$ cat src/core/rpfc_defs.svh
// register offsets, field positions, reset values and timing counts
`ifndef RPFC_DEFS_SVH
`define RPFC_DEFS_SVH
`define RPFC_A_CTRL 8'h00
`define RPFC_A_POS 8'h04
`define RPFC_A_RAIL 8'h08
`define RPFC_A_DROP 8'h0C
`define RPFC_A_FRESP 8'h10
`define RPFC_A_FREP 8'h14
`define RPFC_A_CAPCTL 8'h18
`define RPFC_A_CAPDAT 8'h1C
`define RPFC_A_STAT 8'h20
`define RPFC_A_FCLR 8'h24
`define RPFC_A_RESTORE 8'h28
`define RPFC_A_MON 8'h30
`define RPFC_MON_N 7
`define RPFC_CTRL_EN 0
`define RPFC_CTRL_CAP 1
`define RPFC_CTRL_RESTRICT 2
`define RPFC_CTRL_BLOCK 3
`define RPFC_RST_CTRL 8'h00
`define RPFC_RST_POS 3'h0
`define RPFC_RST_RAIL 8'h01
`define RPFC_RST_FRESP 4'hF
`define RPFC_RST_FREP 4'hF
`define RPFC_CAP_LOAD 8'h01
`define RPFC_CAP_STORE 8'h02
`define RPFC_RESTORE_DEF 8'h01
`define RPFC_RESTORE_FACT 8'h02
`define RPFC_SNAP_BYTES 8
`define RPFC_CLK_MHZ 25
`define RPFC_FLASH_MIN_US 700
`define RPFC_FLASH_MAX_US 1400
`define RPFC_NVM_CHECK_CYC 4'hF
`endif

$ cat src/core/rpfc_pkg.sv
// types shared by the rail phase and fault capture block
package rpfc_pkg;
	typedef enum logic [1:0] {
		RPFC_INIT = 2'b00,
		RPFC_RUN = 2'b01,
		RPFC_SHUT = 2'b10
	} rpfc_state_e;
	typedef logic [7:0] rpfc_byte_t;
endpackage

$ cat src/core/rpfc_top.sv
// rail phase add/drop, restart, alert and fault parameter capture
// Functional notes
// - every rail phase that has not failed counts as active until power-good is reached
// - phase removal requests are taken only after power-good
// - one write drops or re-adds any member, reference included
// - lowest active member position becomes the reference
// - phase slot follows rank among active members, recomputed on any change
// - after a rail shutdown all members restart together once faults clear
// - alert line pulled low while any reported fault is pending
// - input/output voltage, current, temperatures, frequency, duty readable
// - capture works only when its configuration bit is one
// - captured data returned as one block read, count byte first
// - control value 1 copies stored capture from flash to RAM
// - control value 2 saves capture to flash, only while disabled
// - a shutdown-response fault writes the capture to flash automatically
// - a retry-response fault never writes flash
// - flash write busy lasts 700 us to 1400 us
// - non-volatile store checked at start-up before operation
// - restriction allows restoring defaults but blocks factory restore
// - lowest configured position is reference at start-up, others members
// - a failed member drops out and the rest keep regulating
`timescale 1ns/10ps
`default_nettype none
`include "rpfc_defs.svh"
module rpfc_top #(
	parameter int P_FLASH_MIN_CYC = `RPFC_FLASH_MIN_US * `RPFC_CLK_MHZ,
	parameter int P_FLASH_MAX_CYC = `RPFC_FLASH_MAX_US * `RPFC_CLK_MHZ
) (
	// clock and reset
	input wire logic i_core_clk,
	input wire logic i_rst_b,
	// register port
	input wire logic [7:0] i_reg_addr,
	input wire logic [7:0] i_reg_wdata,
	input wire logic i_reg_wr,
	input wire logic i_reg_rd,
	output logic [7:0] o_reg_rdata,
	// rail pins
	input wire logic i_pgood,
	input wire logic [3:0] i_fault,
	input wire logic i_rail_fault,
	input wire logic [7:0] i_peer_fail,
	// monitor values, same clock
	input wire logic [7:0] i_mon_vin,
	input wire logic [7:0] i_mon_vout,
	input wire logic [7:0] i_mon_iout,
	input wire logic [7:0] i_mon_tint,
	input wire logic [7:0] i_mon_text,
	input wire logic [7:0] i_mon_fsw,
	input wire logic [7:0] i_mon_duty,
	// open-drain alert line
	input wire logic i_alert_line_n,
	output logic o_alert_line_n_out,
	output logic o_alert_line_n_oe_n,
	// rail control outputs
	output logic o_run,
	output logic o_is_reference,
	output logic [2:0] o_ref_position,
	output logic [2:0] o_phase_slot,
	output logic [3:0] o_active_count,
	output logic o_fault_broadcast,
	output logic o_nvm_ready,
	output logic o_flash_busy,
	output logic o_restore_default,
	output logic o_restore_factory
);
	// lowest set position of a member map
	function automatic logic [2:0] low_pos(input logic [7:0] m);
		low_pos = 3'h0;
		for (int k = 7; k >= 0; k--) begin
			if (m[k]) low_pos = 3'(k);
		end
	endfunction
	// count of set members below a limit
	function automatic logic [3:0] ones_below(input logic [7:0] m, input logic [3:0] lim);
		ones_below = 4'h0;
		for (int k = 0; k < 8; k++) begin
			if (m[k] && (4'(k) < lim)) ones_below = ones_below + 4'h1;
		end
	endfunction

	// reset release through two flops
	logic rst_q, rst_n;
	always_ff @(posedge i_core_clk or negedge i_rst_b) begin
		if (!i_rst_b) begin
			rst_q <= 1'b0;
			rst_n <= 1'b0;
		end else begin
			rst_q <= 1'b1;
			rst_n <= rst_q;
		end
	end

	// pin synchronisers
	logic [14:0] pin_a, pin_s;
	always_ff @(posedge i_core_clk or negedge rst_n) begin
		if (!rst_n) begin
			pin_a <= 15'h0001;
			pin_s <= 15'h0001;
		end else begin
			pin_a <= {i_peer_fail, i_rail_fault, i_fault, i_pgood, i_alert_line_n};
			pin_s <= pin_a;
		end
	end
	wire alert_in_s = pin_s[0];
	wire pgood_s = pin_s[1];
	wire [3:0] fault_s = pin_s[5:2];
	wire rail_fault_s = pin_s[6];
	wire [7:0] peer_fail_s = pin_s[14:7];

	// register decode
	wire wr_ctrl = i_reg_wr && (i_reg_addr == `RPFC_A_CTRL);
	wire wr_pos = i_reg_wr && (i_reg_addr == `RPFC_A_POS);
	wire wr_rail = i_reg_wr && (i_reg_addr == `RPFC_A_RAIL);
	wire wr_drop = i_reg_wr && (i_reg_addr == `RPFC_A_DROP);
	wire wr_fresp = i_reg_wr && (i_reg_addr == `RPFC_A_FRESP);
	wire wr_frep = i_reg_wr && (i_reg_addr == `RPFC_A_FREP);
	wire wr_capctl = i_reg_wr && (i_reg_addr == `RPFC_A_CAPCTL);
	wire wr_fclr = i_reg_wr && (i_reg_addr == `RPFC_A_FCLR);
	wire wr_restore = i_reg_wr && (i_reg_addr == `RPFC_A_RESTORE);
	wire rd_capdat = i_reg_rd && (i_reg_addr == `RPFC_A_CAPDAT);

	// configuration registers
	logic [7:0] ctrl, rail_map, drop;
	logic [2:0] my_pos;
	logic [3:0] fresp, frep;
	always_ff @(posedge i_core_clk or negedge rst_n) begin
		if (!rst_n) begin
			ctrl <= `RPFC_RST_CTRL;
			my_pos <= `RPFC_RST_POS;
			rail_map <= `RPFC_RST_RAIL;
			drop <= 8'h00;
			fresp <= `RPFC_RST_FRESP;
			frep <= `RPFC_RST_FREP;
		end else begin
			if (wr_ctrl) ctrl <= i_reg_wdata;
			if (wr_pos) my_pos <= i_reg_wdata[2:0];
			if (wr_rail) rail_map <= i_reg_wdata;
			if (wr_drop && pgood_s) drop <= i_reg_wdata;
			if (wr_fresp) fresp <= i_reg_wdata[3:0];
			if (wr_frep) frep <= i_reg_wdata[3:0];
		end
	end
	wire en = ctrl[`RPFC_CTRL_EN];
	wire cap_en = ctrl[`RPFC_CTRL_CAP];

	// active member set and phase placement
	wire [7:0] rail_live = rail_map & ~peer_fail_s;
	wire [7:0] active = pgood_s ? (rail_live & ~drop) : rail_live;
	wire [2:0] ref_pos = low_pos(active);
	wire [3:0] rank = ones_below(active, {1'b0, my_pos});
	wire [3:0] act_cnt = ones_below(active, 4'h8);
	wire self_active = active[my_pos];

	// fault classes: shutdown or retry response
	wire [3:0] fault_sd = fault_s & fresp;
	wire [3:0] fault_rt = fault_s & ~fresp;
	wire any_sd = |fault_sd;

	// main state: start-up check, run, shutdown
	rpfc_pkg::rpfc_state_e state, next_state;
	logic [3:0] init_cnt;
	always_comb begin
		next_state = state;
		unique case (state)
			rpfc_pkg::RPFC_INIT: if (init_cnt == `RPFC_NVM_CHECK_CYC) next_state = rpfc_pkg::RPFC_RUN;
			rpfc_pkg::RPFC_RUN: if (any_sd || rail_fault_s) next_state = rpfc_pkg::RPFC_SHUT;
			rpfc_pkg::RPFC_SHUT: if (!(|fault_s) && !rail_fault_s) next_state = rpfc_pkg::RPFC_RUN;
			default: next_state = rpfc_pkg::RPFC_INIT;
		endcase
	end

	// state, placement and drive outputs
	always_ff @(posedge i_core_clk or negedge rst_n) begin
		if (!rst_n) begin
			state <= rpfc_pkg::RPFC_INIT;
			init_cnt <= 4'h0;
			o_ref_position <= 3'h0;
			o_is_reference <= 1'b0;
			o_phase_slot <= 3'h0;
			o_active_count <= 4'h0;
			o_run <= 1'b0;
			o_fault_broadcast <= 1'b0;
		end else begin
			state <= next_state;
			if (state == rpfc_pkg::RPFC_INIT) init_cnt <= init_cnt + 4'h1;
			o_ref_position <= ref_pos;
			o_is_reference <= self_active && (ref_pos == my_pos);
			o_phase_slot <= rank[2:0];
			o_active_count <= act_cnt;
			o_run <= (next_state == rpfc_pkg::RPFC_RUN) && en && self_active && !(|fault_rt);
			o_fault_broadcast <= (next_state == rpfc_pkg::RPFC_SHUT);
		end
	end
	assign o_nvm_ready = (state != rpfc_pkg::RPFC_INIT);

	// sticky fault flags; a new fault wins over a clear
	logic [3:0] fsticky;
	wire [3:0] next_fsticky = (fsticky & ~(wr_fclr ? i_reg_wdata[3:0] : 4'h0)) | fault_s;
	always_ff @(posedge i_core_clk or negedge rst_n) begin
		if (!rst_n) begin
			fsticky <= 4'h0;
			o_alert_line_n_oe_n <= 1'b1;
		end else begin
			fsticky <= next_fsticky;
			o_alert_line_n_oe_n <= !(|(fsticky & frep));
		end
	end
	assign o_alert_line_n_out = 1'b0;

	// capture RAM, flash image and write timer
	logic [7:0] snap [`RPFC_SNAP_BYTES];
	logic [7:0] flash [`RPFC_SNAP_BYTES];
	logic [15:0] busy_cnt;
	logic any_sd_q;
	logic [3:0] blk_ptr;
	wire [7:0] status = {o_flash_busy, 1'b0, !o_alert_line_n_oe_n, o_fault_broadcast,
		o_is_reference, o_nvm_ready, alert_in_s, pgood_s};
	wire [7:0] live [`RPFC_SNAP_BYTES];
	assign live[0] = status;
	assign live[1] = i_mon_vin;
	assign live[2] = i_mon_vout;
	assign live[3] = i_mon_iout;
	assign live[4] = i_mon_tint;
	assign live[5] = i_mon_text;
	assign live[6] = i_mon_fsw;
	assign live[7] = i_mon_duty;
	wire sd_rise = any_sd && !any_sd_q;
	wire auto_wr = sd_rise && cap_en && !o_flash_busy;
	wire cmd_store = wr_capctl && (i_reg_wdata == `RPFC_CAP_STORE) && !en && cap_en && !o_flash_busy;
	wire cmd_load = wr_capctl && (i_reg_wdata == `RPFC_CAP_LOAD) && cap_en && !o_flash_busy;
	wire start_wr = auto_wr || cmd_store;
	wire [15:0] wr_len = ctrl[`RPFC_CTRL_BLOCK] ? 16'(P_FLASH_MIN_CYC) : 16'(P_FLASH_MAX_CYC);
	assign o_flash_busy = (busy_cnt != 16'h0000);

	// capture and flash transfers
	always_ff @(posedge i_core_clk or negedge rst_n) begin
		if (!rst_n) begin
			busy_cnt <= 16'h0000;
			any_sd_q <= 1'b0;
			for (int k = 0; k < `RPFC_SNAP_BYTES; k++) begin
				snap[k] <= 8'h00;
				flash[k] <= 8'h00;
			end
		end else begin
			any_sd_q <= any_sd;
			if (start_wr) busy_cnt <= wr_len;
			else if (o_flash_busy) busy_cnt <= busy_cnt - 16'h0001;
			for (int k = 0; k < `RPFC_SNAP_BYTES; k++) begin
				if (auto_wr) snap[k] <= live[k];
				else if (cmd_load) snap[k] <= flash[k];
				if (busy_cnt == 16'h0001) flash[k] <= snap[k];
			end
		end
	end

	// block read pointer: count byte, then the captured bytes
	always_ff @(posedge i_core_clk or negedge rst_n) begin
		if (!rst_n) blk_ptr <= 4'h0;
		else if (wr_capctl) blk_ptr <= 4'h0;
		else if (rd_capdat) blk_ptr <= (blk_ptr == 4'(`RPFC_SNAP_BYTES)) ? 4'h0 : blk_ptr + 4'h1;
	end
	wire [7:0] blk_byte = (blk_ptr == 4'h0) ? 8'(`RPFC_SNAP_BYTES) : snap[3'(blk_ptr - 4'h1)];

	// restore commands with restriction
	logic restore_blocked;
	wire rq_def = wr_restore && (i_reg_wdata == `RPFC_RESTORE_DEF);
	wire rq_fact = wr_restore && (i_reg_wdata == `RPFC_RESTORE_FACT);
	always_ff @(posedge i_core_clk or negedge rst_n) begin
		if (!rst_n) begin
			o_restore_default <= 1'b0;
			o_restore_factory <= 1'b0;
			restore_blocked <= 1'b0;
		end else begin
			o_restore_default <= rq_def;
			o_restore_factory <= rq_fact && !ctrl[`RPFC_CTRL_RESTRICT];
			restore_blocked <= (restore_blocked && !rq_def) || (rq_fact && ctrl[`RPFC_CTRL_RESTRICT]);
		end
	end

	// read selection, monitors included
	wire [7:0] mon_off = i_reg_addr - `RPFC_A_MON;
	wire mon_hit = (i_reg_addr >= `RPFC_A_MON) && (mon_off[1:0] == 2'b00) && (mon_off[7:2] < 6'(`RPFC_MON_N));
	wire [2:0] mon_idx = 3'(mon_off[7:2] + 6'h01);
	logic [7:0] rd_mux;
	always_comb begin
		rd_mux = 8'h00;
		if (mon_hit) rd_mux = live[mon_idx];
		else begin
			unique case (i_reg_addr)
				`RPFC_A_CTRL: rd_mux = ctrl;
				`RPFC_A_POS: rd_mux = {5'h00, my_pos};
				`RPFC_A_RAIL: rd_mux = rail_map;
				`RPFC_A_DROP: rd_mux = drop;
				`RPFC_A_FRESP: rd_mux = {4'h0, fresp};
				`RPFC_A_FREP: rd_mux = {4'h0, frep};
				`RPFC_A_CAPCTL: rd_mux = {7'h00, o_flash_busy};
				`RPFC_A_CAPDAT: rd_mux = blk_byte;
				`RPFC_A_STAT: rd_mux = {status[7], restore_blocked, status[5:0]};
				`RPFC_A_FCLR: rd_mux = {4'h0, fsticky};
				default: rd_mux = 8'h00;
			endcase
		end
	end
	always_ff @(posedge i_core_clk or negedge rst_n) begin
		if (!rst_n) o_reg_rdata <= 8'h00;
		else o_reg_rdata <= i_reg_rd ? rd_mux : 8'h00;
	end

	logic [15:0] busy_len;
	always_ff @(posedge i_core_clk or negedge rst_n) begin
		if (!rst_n) busy_len <= 16'h0000;
		else busy_len <= o_flash_busy ? busy_len + 16'h0001 : 16'h0000;
	end
endmodule
`default_nettype wire

$ cat config.mk
export PLATFORM = sky130hd
export DESIGN_NAME = rpfc_top
export DESIGN_NICKNAME = d
export VERILOG_FILES = /design/src/core/rpfc_pkg.sv /design/src/core/rpfc_top.sv
export VERILOG_INCLUDE_DIRS = /design/src /design/src/core
export SDC_FILE = /design/constraint.sdc
export NUM_CORES = 1
export LEC_CHECK = 0
export CORE_UTILIZATION = 55
export CTS_CLUSTER_SIZE = 20
export DETAILED_ROUTE_END_ITERATION = 12
export DONT_BUFFER_PORTS = 1
export GPL_TIMING_DRIVEN = 0
export HOLD_SLACK_MARGIN = 0.1
export MAX_ROUTING_LAYER = met4
export PLACE_DENSITY = 0.71
export SETUP_SLACK_MARGIN = 0.5
export SYNTH_ARGS = -nofsm -noshare
export SYNTH_HDL_FRONTEND = slang
export SYNTH_SLANG_ARGS = --single-unit
$ cat constraint.sdc
create_clock -name i_core_clk -period 8.8 [get_ports i_core_clk]
set_clock_uncertainty 0.15 [all_clocks]
set_input_delay 0.44 -clock i_core_clk [delete_from_list [all_inputs] [get_ports i_core_clk]]
set_output_delay 0.44 -clock i_core_clk [all_outputs]
set_load 0.02 [all_outputs]
Word level (Yosys, flattened, before mapping)
Cells that the tools add are included.
- bits in registers: 251
- bits of input ports: 91
- output and inout bits: 27
- logic and storage cells: 236
- add/subtract/negate cells: 19
- order comparisons: 12
- eq/ne operators: 20
- multiplexer cells: 63
- bitwise gates (word level): 13
- reductions and logical operators: 66
- operators by type and width (operator ; number):
    $mux 8 ; 24
    $pmux 8 s10 ; 1
    $bmux 8 s3 ; 2
    $mux 16 ; 3
    $mux 4 ; 11
    $mux 3 ; 14
    $logic_and 1x1->1 ; 40
    $add 4x1->4 const B ; 9
    $eq 8x5->1 const B ; 4
    $eq 8x6->1 const B ; 3
    $add 3x1->3 const B ; 6
    $and 4x4->4 ; 4
    $and 8x8->8 ; 2
    $eq 16x1->1 const B ; 1
    $eq 8x4->1 const B ; 2
    $not 8->8 ; 2
    $reduce_bool 16->1 ; 1
    $reduce_or 4->1 ; 4
    $sub 16x1->16 const B ; 1
    $logic_not 1->1 ; 10
    $lt 3x3->1 const A ; 3
    $eq 4x4->1 const B ; 2
    $eq 8x1->1 const B ; 1
    $eq 8x2->1 const B ; 1
    other kinds (25) ; 42

Logic depth before layout (Yosys ltp)
Gate-level depths: netlist (run 1).
- word-level depth: 19
- depth in mapped cells: 20
- gate-level depth less buffers: 18

Least setup slack after synthesis (run 1)
OpenSTA, ideal clock, no wires.
- kind: register to register
- start point: reg rail_map[0]
- end point: reg o_phase_slot[2]
- library setup time: 0.080 ns
- arrival: 3.905 ns
- required time: 8.570 ns
- slack: 4.665 ns
- cell stages (with the launch flop): 19
- path buffers: 1
- clock period less this slack: 4.135 ns
- cells stage by stage: dfstp_2 > nor2b_1 > and2_1 > clkbuf_1 > o31a_1 > ha_1 > xnor2_1 > inv_1 > ha_1 > mux2_2 > ha_1 > mux2_2 > ha_1 > mux2_2 > ha_1 > inv_1 > nor2_1 > xnor2_1 > xnor2_1
- cells in the longest elaborated chain, start to end: 17
- RTL lines (what ; line ; text):
    start: declaration ; rpfc_top.sv:124 ; logic [7:0] ctrl, rail_map, drop;
    start signal: assignment ; rpfc_top.sv:131 ; rail_map <= `RPFC_RST_RAIL;
    start signal: assignment ; rpfc_top.sv:138 ; if (wr_rail) rail_map <= i_reg_wdata;
    $and 8x8->8 * ; rpfc_top.sv:148 ; wire [7:0] rail_live = rail_map & ~peer_fail_s;
    $and 8x8->8 ; rpfc_top.sv:149 ; wire [7:0] active = pgood_s ? (rail_live & ~drop) : rail_live;
    $mux 8 * ; rpfc_top.sv:149 ;
    $logic_and 1x1->1 * ; rpfc_top.sv:78 ; if (m[k] && (4'(k) < lim)) ones_below = ones_below + 4'h1;
    $mux 1 * ; rpfc_top.sv:78 ;
    $add 1x1->2 ; rpfc_top.sv:78 ;
    $mux 3 * ; rpfc_top.sv:78 ;
    $add 3x1->3 ; rpfc_top.sv:78 ;
    (+2 left out) ; n/a ;
    $mux 3 * ; rpfc_top.sv:78 ;
    $add 3x1->3 ; rpfc_top.sv:78 ;
    $mux 3 * ; rpfc_top.sv:78 ;
    $add 3x1->3 ; rpfc_top.sv:78 ;
    $mux 3 * ; rpfc_top.sv:78 ;
    $add 3x1->3 ; rpfc_top.sv:78 ;
    $mux 3 * ; rpfc_top.sv:78 ;
    named net rank[2] ; rpfc_top.sv:151 ; wire [3:0] rank = ones_below(active, {1'b0, my_pos});
    end signal: assignment ; rpfc_top.sv:189 ; o_phase_slot <= rank[2:0];
    end: declaration ; rpfc_top.sv:59 ; output logic [2:0] o_phase_slot,
Mark *: on every way through the listed nets, which the timed path passes. The rest lies on a longest branch.
A chain may end at the register's enable or synchronous reset.

Final worst setup path (run 1)
- start point: reg pin_s[1]
- end point: reg o_active_count[2]
- cells in the longest elaborated chain, start to end: 16
- RTL lines (what ; line ; text):
    start: declaration ; rpfc_top.sv:95 ; logic [14:0] pin_a, pin_s;
    start signal: assignment ; rpfc_top.sv:102 ; pin_s <= pin_a;
    $mux 8 * ; rpfc_top.sv:149 ;
    $mux 1 ; rpfc_top.sv:78 ;
    $add 4x1->4 ; rpfc_top.sv:78 ;
    $mux 4 ; rpfc_top.sv:78 ;
    $add 4x1->4 ; rpfc_top.sv:78 ;
    $mux 4 ; rpfc_top.sv:78 ;
    $add 4x1->4 ; rpfc_top.sv:78 ;
    $mux 4 ; rpfc_top.sv:78 ;
    $add 4x1->4 ; rpfc_top.sv:78 ;
    $mux 4 ; rpfc_top.sv:78 ;
    $add 4x1->4 ; rpfc_top.sv:78 ;
    $mux 4 ; rpfc_top.sv:78 ;
    $add 4x1->4 ; rpfc_top.sv:78 ;
    $mux 4 ; rpfc_top.sv:78 ;
    $add 4x1->4 ; rpfc_top.sv:78 ;
    $mux 4 * ; rpfc_top.sv:78 ;
    named net act_cnt[2] ; rpfc_top.sv:152 ; wire [3:0] act_cnt = ones_below(active, 4'h8);
    end signal: assignment ; rpfc_top.sv:190 ; o_active_count <= act_cnt;
    end: declaration ; rpfc_top.sv:60 ; output logic [3:0] o_active_count,
Marked as above.

==> results of run 1 <==
==> cells by family (layout without fill, tap and decap cells) <==
kind of cell,after synthesis,after routing,synth area share
flip-flops,251,251,0.503
XOR/XNOR,37,37,0.0287
multiplexers,218,218,0.218
AO/OA/AOI/OAI,186,186,0.0920
buffers and inverters,86,226,0.0279
AND/OR/NAND/NOR,284,284,0.105
adder cells (fa/ha/maj),25,25,0.0250
other,2,2,0.000600
==> per-layer routing <==
layer | up-vias | global-route usage
li1 | 4165 | -
met1 | 4713 | 0.406
met3 | 92 | 0.0576
met5 | - | -
met2 | 410 | 0.468
met4 | 0 | 0.117
==> layout make-up <==
type | instances | area [um2] | share of cell area
Sequential cell | 251 | 6300 | 0.427
Multi-Input combinational cell | 752 | 5880 | 0.398
Timing Repair Buffer | 88 | 933 | 0.0633
Clock buffer | 39 | 782 | 0.0530
Tap cell | 280 | 350 | 0.0238
Buffer | 59 | 248 | 0.0168
Clock inverter | 13 | 160 | 0.0109
Inverter | 27 | 101 | 0.00687
==> what timing repair did <==
action                                 CTS  global route
endpoints found under the hold margin  119             0
buffers inserted                         0             0
hold buffers                            85             0
resized for setup                        0             0
==> per-stage QoR <==
step / instances / power (W) / util / TNS [ns]
finish: 1509 / 0.00265 / 0.668 / 0
detailed placement: 1372 / 0.00145 / 0.586 / 0
CTS: 1509 / 0.00267 / 0.668 / 0
floorplan: 1089 / 0.00139 / - / 0
global route: 1509 / 0.00273 / 0.668 / 0
global placement: 1369 / 0.00144 / 0.583 / -397.72
==> cells in the final DEF, fill, tap and decap left out, types with 10 or more instances in the layout <==
master	count
mux2i_1	74
mux2_2	111
mux4_2	33
and2_1	11
ha_1	25
a21oi_1	31
o21ai_0	84
nand2_1	132
dfrtp_1	238
nand3_1	22
inv_1	26
dfstp_2	12
xnor2_1	22
nor2_1	50
xor2_1	12
dlygate4sd3_1	85
nor3_1	14
clkbuf_1	52
clkbuf_16	28
o22ai_1	10
==> worst max-delay path, stage by stage (launching register included) <==
cell and delay (ns):
dfrtp_1 0.37, buf_4 0.22, nand2_1 0.13, and2_1 0.17, clkbuf_1 0.16, ha_1 0.30
clkbuf_1 0.36, xnor3_1 0.55, inv_1 0.10, ha_1 0.23, xor2_1 0.15, nor2_1 0.06
a211oi_2 0.33, ha_1 0.29, mux2i_1 0.29, inv_1 0.09, ha_1 0.21, nand2_1 0.07
xnor2_1 0.15, xnor2_1 0.15
==> flip-flops by register name (all words and copies together), names as in the netlist, 8 cells and up <==
| register | count |
|---|---|
| busy_cnt | 16 |
| ctrl | 8 |
| drop | 8 |
| flash | 64 |
| o_reg_rdata | 8 |
| pin_a | 15 |
| pin_s | 15 |
| rail_map | 8 |
| snap | 64 |
==> final timing paths <==
path                                from                 to  slack, ns
min in group asynchronous          rst_n           pin_a[6]       0.25
min                        i_reg_addr[0]         blk_ptr[3]       0.14
min reg2reg                     pin_a[3]           pin_s[3]       0.20
max                             pin_s[1]  o_active_count[2]       4.18
max in group asynchronous          rst_n           snap[11]       7.39
max reg2reg                     pin_s[1]  o_active_count[2]       4.18
==> power groups by stage <==
stage / clock network [W] / logic (W) / registers (W)
global placement: 0 / 0.000170 / 0.00127
CTS: 0.00120 / 0.000232 / 0.00123
finish: 0.00119 / 0.000232 / 0.00123
floorplan: 0 / 0.000133 / 0.00125
global route: 0.00124 / 0.000251 / 0.00124
detailed placement: 0 / 0.000196 / 0.00125
==> flow_summary_export.csv, run 1 <==
group,metric,value,unit
run_status,status,"finished, final reports clean",
logic_synthesis,synth.yosys.warnings,0,
logic_synthesis,synthFlopType,"dfrtp_1",
timing,setup_violations,0,
power,p_int,0.00201,W
grt,grt_overflow_total,0,
routing,finalWirelength,34100,um
hold_path,min_path_type,"in2reg",
routing,ant_nets,0,
critical_path,crit_required,9.11,ns
critical_path,cp_max_fo,10,
placement,portBuffers,0,
grt,grt_max_degree,70,
placement,place.gp.congestion,0.934,
critical_path,start_kind,"flop",
clock_network,cts.clk_slew.worst_paths,0.06,ns
clock_network,cts-root-buf,"clkbuf_16",
critical_path,rr_worst_depth,19,
timing,max-slew-margin-rel,0.184,
power,p_leak,6.93,nW
logic_synthesis,synth-seq-cells,251,
logic_synthesis,netlist_instances,1089,
power,vdd_drop_max,0.000200,V
timing,fin_crit_sh,0.524,
timing,fin_crit,4.62,ns
logic_synthesis,synthTopCellsByCount,"239 x dfrtp_1, 132 x nand2_1, 111 x mux2_2, 84 x o21ai_0, 74 x mux2i_1",
timing,fmax,0.217,GHz
timing,hold_violations,0,
logic_synthesis,syn_area,12500,um2
grt,grt_pass1_wl,53300,um
clock_network,cts_tree,"done",
timing,tightest_slew,1.22,ns
critical_path,end_kind,"flop",
die,die_h,153,um
timing,setup_ws,4.18,ns
placement,dp_slack,4.25,ns
logic_synthesis,synth_cell_types,67,
power,power_frac_comb,0.087,
grt,grt_pass1_vias,9467,
routing,first_pass_iters,7,
clock_network,htreeDepth,1,
logic_synthesis,synth_enable_flop_cells,0,
routing,wl_met3,2540,um
die,core-area,22100,um2
clock_network,clockBufferDepth,3,
die,start_util,0.567,
logic_synthesis,async_flop_share,1.00,
critical_path,crit_type,"reg2reg",
logic_synthesis,ys_seq_area_frac,0.503,
die,rows,54,
die,ios,118,
routing,highest_layer,"met4",
clock_network,insertion_delay,0.55,ns
routing,vias_per_cell,6.22,
routing,dr_total_vias,9380,
logic_synthesis,postSynthAreaPerCell,11.5,um2
placement,placed_cell_area,13000,um2
routing,wire_per_inst,22.6,um
timing,whs,0.143,ns
placement,hpwlAfterDp,23000,um
timing,drv_slew,0,
logic_synthesis,synth.most_common_cell,"dfrtp_1",
final_layout,finalInstanceArea,14800,um2
power,netSwitchingPower,0.000646,W
die,die_area,23400,um2
power,power.density,180,nW/um2
timing,rsz0062_at_grt,"no",
routing,wirelength_met1,14400,um
routing,wl_met2,15800,um
hold_path,whs_path_depth,3,
final_layout,antenna_cells,0,
routing,drt_iter0_drc,770,
die,dieWidth,153,um
routing,drcViolationCount,0,
power,swShare,0.243,
logic_synthesis,synthTopCellsByArea,"dfrtp_1 48%, mux2_2 10%, mux4_2 5.9%",
grt,grt.total_usage,0.305,
power,clock_power_share,0.447,
critical_path,cp.arrival,4.92,ns
final_layout,fillers,1646,
job,drv_cap,0,
grt,antenna_found_initial,0,
logic_synthesis,synth_top_area_cell,"dfrtp_1",
final_layout,finalNetCount,1323,
logic_synthesis,syn-num-nets,1205,
clock_network,cts_sinks,251,
final_layout,drive_gt1_frac,0.188,
final_layout,area_growth_syn_to_layout,17.8,%
logic_synthesis,synth_top_area_share,0.478,
power,power.share.sequential,0.465,
clock_network,cts_inserted_buffers,28,
No activity file was read; power rests on OpenSTA's default activity.
==> run 2, diff against run 1 <==
- PLACE_DENSITY: 0.71 -> 0.74
- clock period: 8.8 -> 3.9 ns (I/O delays scaled with it)
==> flow_summary_export.csv, run 2 (same netlist as run 1, synthesis figures left out) <==
group,metric,value,unit
run_status,status,"finished, final reports clean",
timing,whs,0.133,ns
critical_path,crit_type,"reg2reg",
timing,rsz0062_at_grt,"yes",
die,die_area,23400,um2
timing,tightest_slew,1.25,ns
clock_network,cts_inserted_buffers,27,
clock_network,clockBufferDepth,3,
timing,max-slew-margin-rel,0.163,
die,dieWidth,153,um
clock_network,insertion_delay,0.56,ns
routing,first_pass_iters,7,
timing,fin_crit_sh,0.991,
grt,grtUsageMet1,0.417,
hold_path,min_path_type,"in2reg",
routing,finalWirelength,35600,um
routing,vias_per_cell,6.28,
clock_network,htreeDepth,1,
final_layout,top_regs,"flash x64, snap x64, busy_cnt x16",
timing,fmax,0.259,GHz
routing,dr_total_vias,9760,
final_layout,multi_input_area,6140,um2
critical_path,reg2reg_from,"rail_map[0]",
critical_path,r2r-end,"o_phase_slot[2]",
job,drv_cap,0,
die,ios,118,
power,p_total,0.00611,W
routing,drt_iter0_drc,838,
placement,place.gp.congestion,0.915,
grt,met3_usage,0.0516,
placement,hpwlAfterDp,22900,um
grt,grt_use_met2,0.488,
grt,grt_max_degree,69,
timing,fin_crit,3.87,ns
clock_network,cts.clk_slew.worst_paths,0.06,ns
clock_network,cts-root-buf,"clkbuf_16",
final_layout,drive_gt1_frac,0.242,
die,die_h,153,um
clock_network,cts_sinks,251,
grt,antenna_found_initial,0,
clock_network,cts_tree,"done",
hold_path,whs_endpoint,"o_reg_rdata[1]",
power,p_leak,7.24,nW
die,start_util,0.567,
hold_path,whs_path_depth,6,
grt,gr-max-usage-layer,"met2",
power,power.density,394,nW/um2
timing,drv_slew,0,
timing,hold_violations,0,
timing,setup-tns-final,0,ns
final_layout,mostFrequentLayoutCells,"238 x dfrtp_1, 130 x nand2_1, 110 x dlygate4sd3_1",
placement,portBuffers,0,
critical_path,crit_required,4.21,ns
hold_path,hp-start,"i_reg_addr[6]",
critical_path,cp_max_fo,2,
critical_path,rr_worst_depth,18,
final_layout,mostFrequentLayoutCell,"dfrtp_1",
die,rows,54,
timing,setup_violations,0,
final_layout,finalNetCount,1369,
critical_path,end_kind,"flop",
grt,grt_pass1_vias,9902,
final_layout,antenna_cells,0,
die,core-area,22100,um2
grt,grt.total_usage,0.316,
critical_path,cp.arrival,4.17,ns
final_layout,fillers,1496,
routing,ant_nets,0,
power,vdd_drop_max,0.000352,V
routing,wire_per_inst,22.9,um
final_layout,area_growth_syn_to_layout,23.9,%
final_layout,ff_latch_area,6300,um2
critical_path,ff2ff_setup_slack,0.03,ns
routing,drcViolationCount,0,
grt,grt_overflow_total,0,
grt,grt_pass1_wl,55400,um
critical_path,start_kind,"flop",
[run 2: per-stage QoR]
stage	worst slack, ns	std cells	util	area [um2]
after floorplan	0.129	1089	-	12600
after global placement	-0.241	1369	0.587	13000
after detailed placement	-0.246	1373	0.592	13100
after CTS	0.0177	1549	0.694	15300
after global routing	-0.131	1554	0.702	15500
final	0.0337	1554	0.702	15500
[run 2: how the worst max path moves through the flow]
stage                              from           endpoint  slack, ns  cells past startpoint
after CTS                   rail_map[0]    o_phase_slot[2]       0.02                     18
final                       rail_map[0]    o_phase_slot[2]       0.03                     18
after global routing        rail_map[0]    o_phase_slot[2]      -0.13                     18
after global placement    i_reg_addr[2]     o_reg_rdata[0]      -0.24                      9
after floorplan             rail_map[0]    o_phase_slot[2]       0.13                     18
after detailed placement       pin_s[1]  o_active_count[2]      -0.25                     20
[run 2: area by class of cell]
cell class / instances / area share
Sequential cell: 251 / 0.406
Timing Repair Buffer: 135 / 0.0885
Inverter: 27 / 0.00653
Multi-Input combinational cell: 752 / 0.396
Tap cell: 280 / 0.0226
Clock buffer: 36 / 0.0509
Buffer: 59 / 0.0186
Clock inverter: 14 / 0.0108
[run 2: metal layers]
metal | vias up | routed length (um)
li1 | 4249 | -
met1 | 4915 | 14300
met2 | 482 | 17000
met3 | 114 | 2770
met4 | 0 | 1500
met5 | - | 0
[run 2: what timing repair did]
action / 4_1_cts / 5_1_grt
resized for setup: 25 / 40
setup endpoints to repair: 32 / 35
endpoints found under the hold margin: 138 / 0
pin swaps: 15 / 19
buffers inserted: 16 / 5
hold buffers: 110 / 0
[run 2: critical path, stage by stage, from the launching register on]
cell	delay (ns)
dfstp_2	0.54
nor2b_4	0.14
and2_4	0.15
buf_8	0.09
o31a_1	0.19
inv_1	0.08
ha_2	0.19
a21oi_2	0.23
ha_4	0.24
mux2_4	0.28
ha_4	0.21
mux2_4	0.28
ha_4	0.21
mux2_4	0.29
ha_4	0.16
inv_2	0.04
nor2_2	0.03
xnor2_1	0.17
xnor2_1	0.13
[run 2: where the power goes]
group / internal, W / switching (W) / total [W]
clock network: 0.00162 / 0.00109 / 0.00272
logic: 0.000282 / 0.000327 / 0.000609
registers: 0.00269 / 0.0000900 / 0.00278
total: 0.00460 / 0.00151 / 0.00611
==> run 3, diff against run 2 <==
- ABC_AREA: not set -> 1
==> flow_summary_export.csv, run 3 <==
group,metric,value,unit
critical_path,cp_slowest_cell,"dfrtp_1",
grt,met3_usage,0.0716,
logic_synthesis,synth_enable_flop_cells,0,
grt,grt_pass1_wl,63100,um
grt,antenna_found_initial,1,
timing,fmax,0.271,GHz
grt,grt_overflow_total,0,
hold_path,whs_endpoint,"o_reg_rdata[2]",
hold_path,whs_path_depth,3,
die,core-area,22600,um2
logic_synthesis,ys_seq_area_frac,0.496,
critical_path,r2r-end,"o_phase_slot[2]",
logic_synthesis,async_flop_share,1.00,
critical_path,rr_worst_depth,23,
die,dieWidth,154,um
final_layout,fin_cells,1995,
logic_synthesis,netlist_instances,1514,
timing,tightest_slew,0.941,ns
final_layout,multi_input_area,5680,um2
critical_path,crit_top_cell,"ha_4",
clock_network,htreeDepth,1,
routing,dr_total_vias,11965,
die,die_h,154,um
logic_synthesis,synth.yosys.warnings,0,
grt,grt_max_degree,74,
placement,place.gp.congestion,1.00,
logic_synthesis,synth_top_area_cell,"dfrtp_1",
critical_path,cp_slowest_stage_delay,0.38,ns
timing,rsz0062_at_grt,"yes",
routing,wire_per_inst,20.1,um
timing,setup_violations,0,
run_status,status,"finished, final reports clean",
logic_synthesis,synthFlopType,"dfrtp_1",
critical_path,crit_chain,"buf_6, nand2_4, inv_4, nor2_4, o21ai_4, inv_2, ha_4, inv_2, nand2_2, nand2_2, inv_2, ha_4, mux2_4, ha_4, mux2_4, ha_4, nand3_4, nand2_2, ha_4, nand4_1, xor2_1, xor2_1, inv_1",
job,drv_cap,0,
final_layout,drive_gt1_frac,0.142,
power,power.density,397,nW/um2
final_layout,area_growth_syn_to_layout,23.8,%
clock_network,cts_tree,"done",
routing,vias_per_cell,6.00,
routing,ant_nets,0,
critical_path,cp.arrival,3.97,ns
die,die_area,23700,um2
placement,hpwlAfterDp,27400,um
hold_path,min_path_type,"in2reg",
die,start_util,0.561,
timing,fin_crit_sh,0.947,
logic_synthesis,synth.most_common_cell,"nand2_1",
clock_network,insertion_delay,0.55,ns
clock_network,cts.clk_slew.worst_paths,0.06,ns
clock_network,clockBufferDepth,3,
logic_synthesis,postSynthAreaPerCell,8.39,um2
timing,fin_crit,3.69,ns
final_layout,mostFrequentLayoutCells,"253 x nand2_1, 238 x dfrtp_1, 230 x o21ai_0",
routing,drcViolationCount,0,
final_layout,finalNetCount,1804,
critical_path,cp_top_family,"adder cells",
timing,hold_violations,0,
critical_path,end_kind,"flop",
critical_path,reg2reg_from,"pin_s[1]",
hold_path,hp-start,"i_reg_addr[7]",
logic_synthesis,synth-seq-cells,251,
clock_network,cts-root-buf,"clkbuf_16",
logic_synthesis,synthTopCellsByCount,"266 x nand2_1, 239 x dfrtp_1, 233 x o21ai_0, 169 x inv_1, 117 x nor2_1",
grt,grtUsageMet1,0.461,
placement,portBuffers,0,
routing,drt_iter0_drc,1166,
clock_network,cts_sinks,251,
grt,grt_use_met2,0.546,
critical_path,cp_max_fo,4,
timing,setup-tns-final,0,ns
grt,grt.total_usage,0.353,
grt,gr-max-usage-layer,"met2",
die,rows,55,
final_layout,top_regs,"flash x64, snap x64, busy_cnt x16",
critical_path,crit_required,4.17,ns
timing,max-slew-margin-rel,0.370,
timing,drv_slew,0,
timing,whs,0.0956,ns
power,p_total,0.00624,W
logic_synthesis,syn_area,12700,um2
grt,grt_pass1_vias,11575,
logic_synthesis,synth_top_area_share,0.471,
critical_path,start_kind,"flop",
routing,finalWirelength,40000,um
critical_path,crit_type,"reg2reg",
logic_synthesis,synthTopCellsByArea,"dfrtp_1 47%, o21ai_0 9.2%, nand2_1 7.9%",
placement,place_inst,1802,
clock_network,cts_inserted_buffers,27,
final_layout,ff_latch_area,6300,um2
logic_synthesis,synth_cell_types,55,
die,ios,118,
final_layout,fin_util,0.694,
critical_path,crit_buf_inv,6,
power,vdd_drop_max,0.000327,V
routing,first_pass_iters,6,
critical_path,ff2ff_setup_slack,0.21,ns
power,p_leak,7.39,nW
logic_synthesis,syn-num-nets,1630,
final_layout,mostFrequentLayoutCell,"nand2_1",
final_layout,fillers,1734,
-- run 3: worst max path at each step --
| stage | from | endpoint | slack [ns] | depth (start not counted) |
|---|---|---|---|---|
| floorplan | pin_s[1] | o_phase_slot[2] | 0.26 | 23 |
| global placement | blk_ptr[0] | o_reg_rdata[1] | -0.25 | 12 |
| detailed placement | blk_ptr[0] | o_reg_rdata[1] | -0.34 | 12 |
| CTS | my_pos[2] | o_phase_slot[2] | 0.17 | 21 |
| global route | pin_s[1] | o_phase_slot[2] | 0.007 | 23 |
| finish | pin_s[1] | o_phase_slot[2] | 0.21 | 23 |
-- run 3: layout make-up --
class | instances | area share
sequential | 251 | 0.401
multi-input combinational | 1011 | 0.362
timing repair buffer | 145 | 0.0905
clock buffer | 44 | 0.0534
inverter | 182 | 0.0442
tap | 285 | 0.0227
buffer | 70 | 0.0224
clock inverter | 6 | 0.00414
antenna | 1 | 0.000159
-- run 3: timing repair --
item | CTS | global route
setup buffers | 31 | 6
hold buffers | 105 | 0
gates resized for setup | 47 | 20
endpoints found under the setup margin | 13 | 11
endpoints found under the hold margin | 129 | 0
pin swaps | 34 | 16
-- run 3: worst min-delay path, delay by kind of cell --
kind / cells / cell delay (ns)
simple gates: 1 / 0.13
xor+xnor: 1 / 0.16
compound gates: 1 / 0.23
-- run 3: cell families (layout without fill, tap and decap cells) --
family / after synthesis / count (layout) / share of synthesized area
simple gates: 529 / 529 / 0.190
other cells: 2 / 3 / 0.000591
mux: 2 / 2 / 0.00177
compound gates: 428 / 428 / 0.189
flops: 251 / 251 / 0.496
buf+inv: 252 / 447 / 0.0791
fa+ha+maj: 25 / 25 / 0.0246
xor+xnor: 25 / 25 / 0.0190
-- run 3: report_power, final --
group	internal, W	switching, W	total (W)
combinational	0.000297	0.000555	0.000853
sequential	0.00269	0.0000987	0.00279
clock	0.00153	0.00106	0.00260
-- run 3: per-stage QoR --
step | area, um2 | worst slack (ns)
floorplan | 12800 | 0.262
detailed placement | 13200 | -0.337
CTS | 15600 | 0.168
global route | 15700 | 0.00733
global placement | 13100 | -0.253
finish | 15700 | 0.207
-- run 3: routing by layer --
layer | wire length (um) | share of wire
met3 | 4040 | 0.10
met2 | 18300 | 0.46
met5 | 0 | 0
met1 | 16100 | 0.40
met4 | 1600 | 0.040
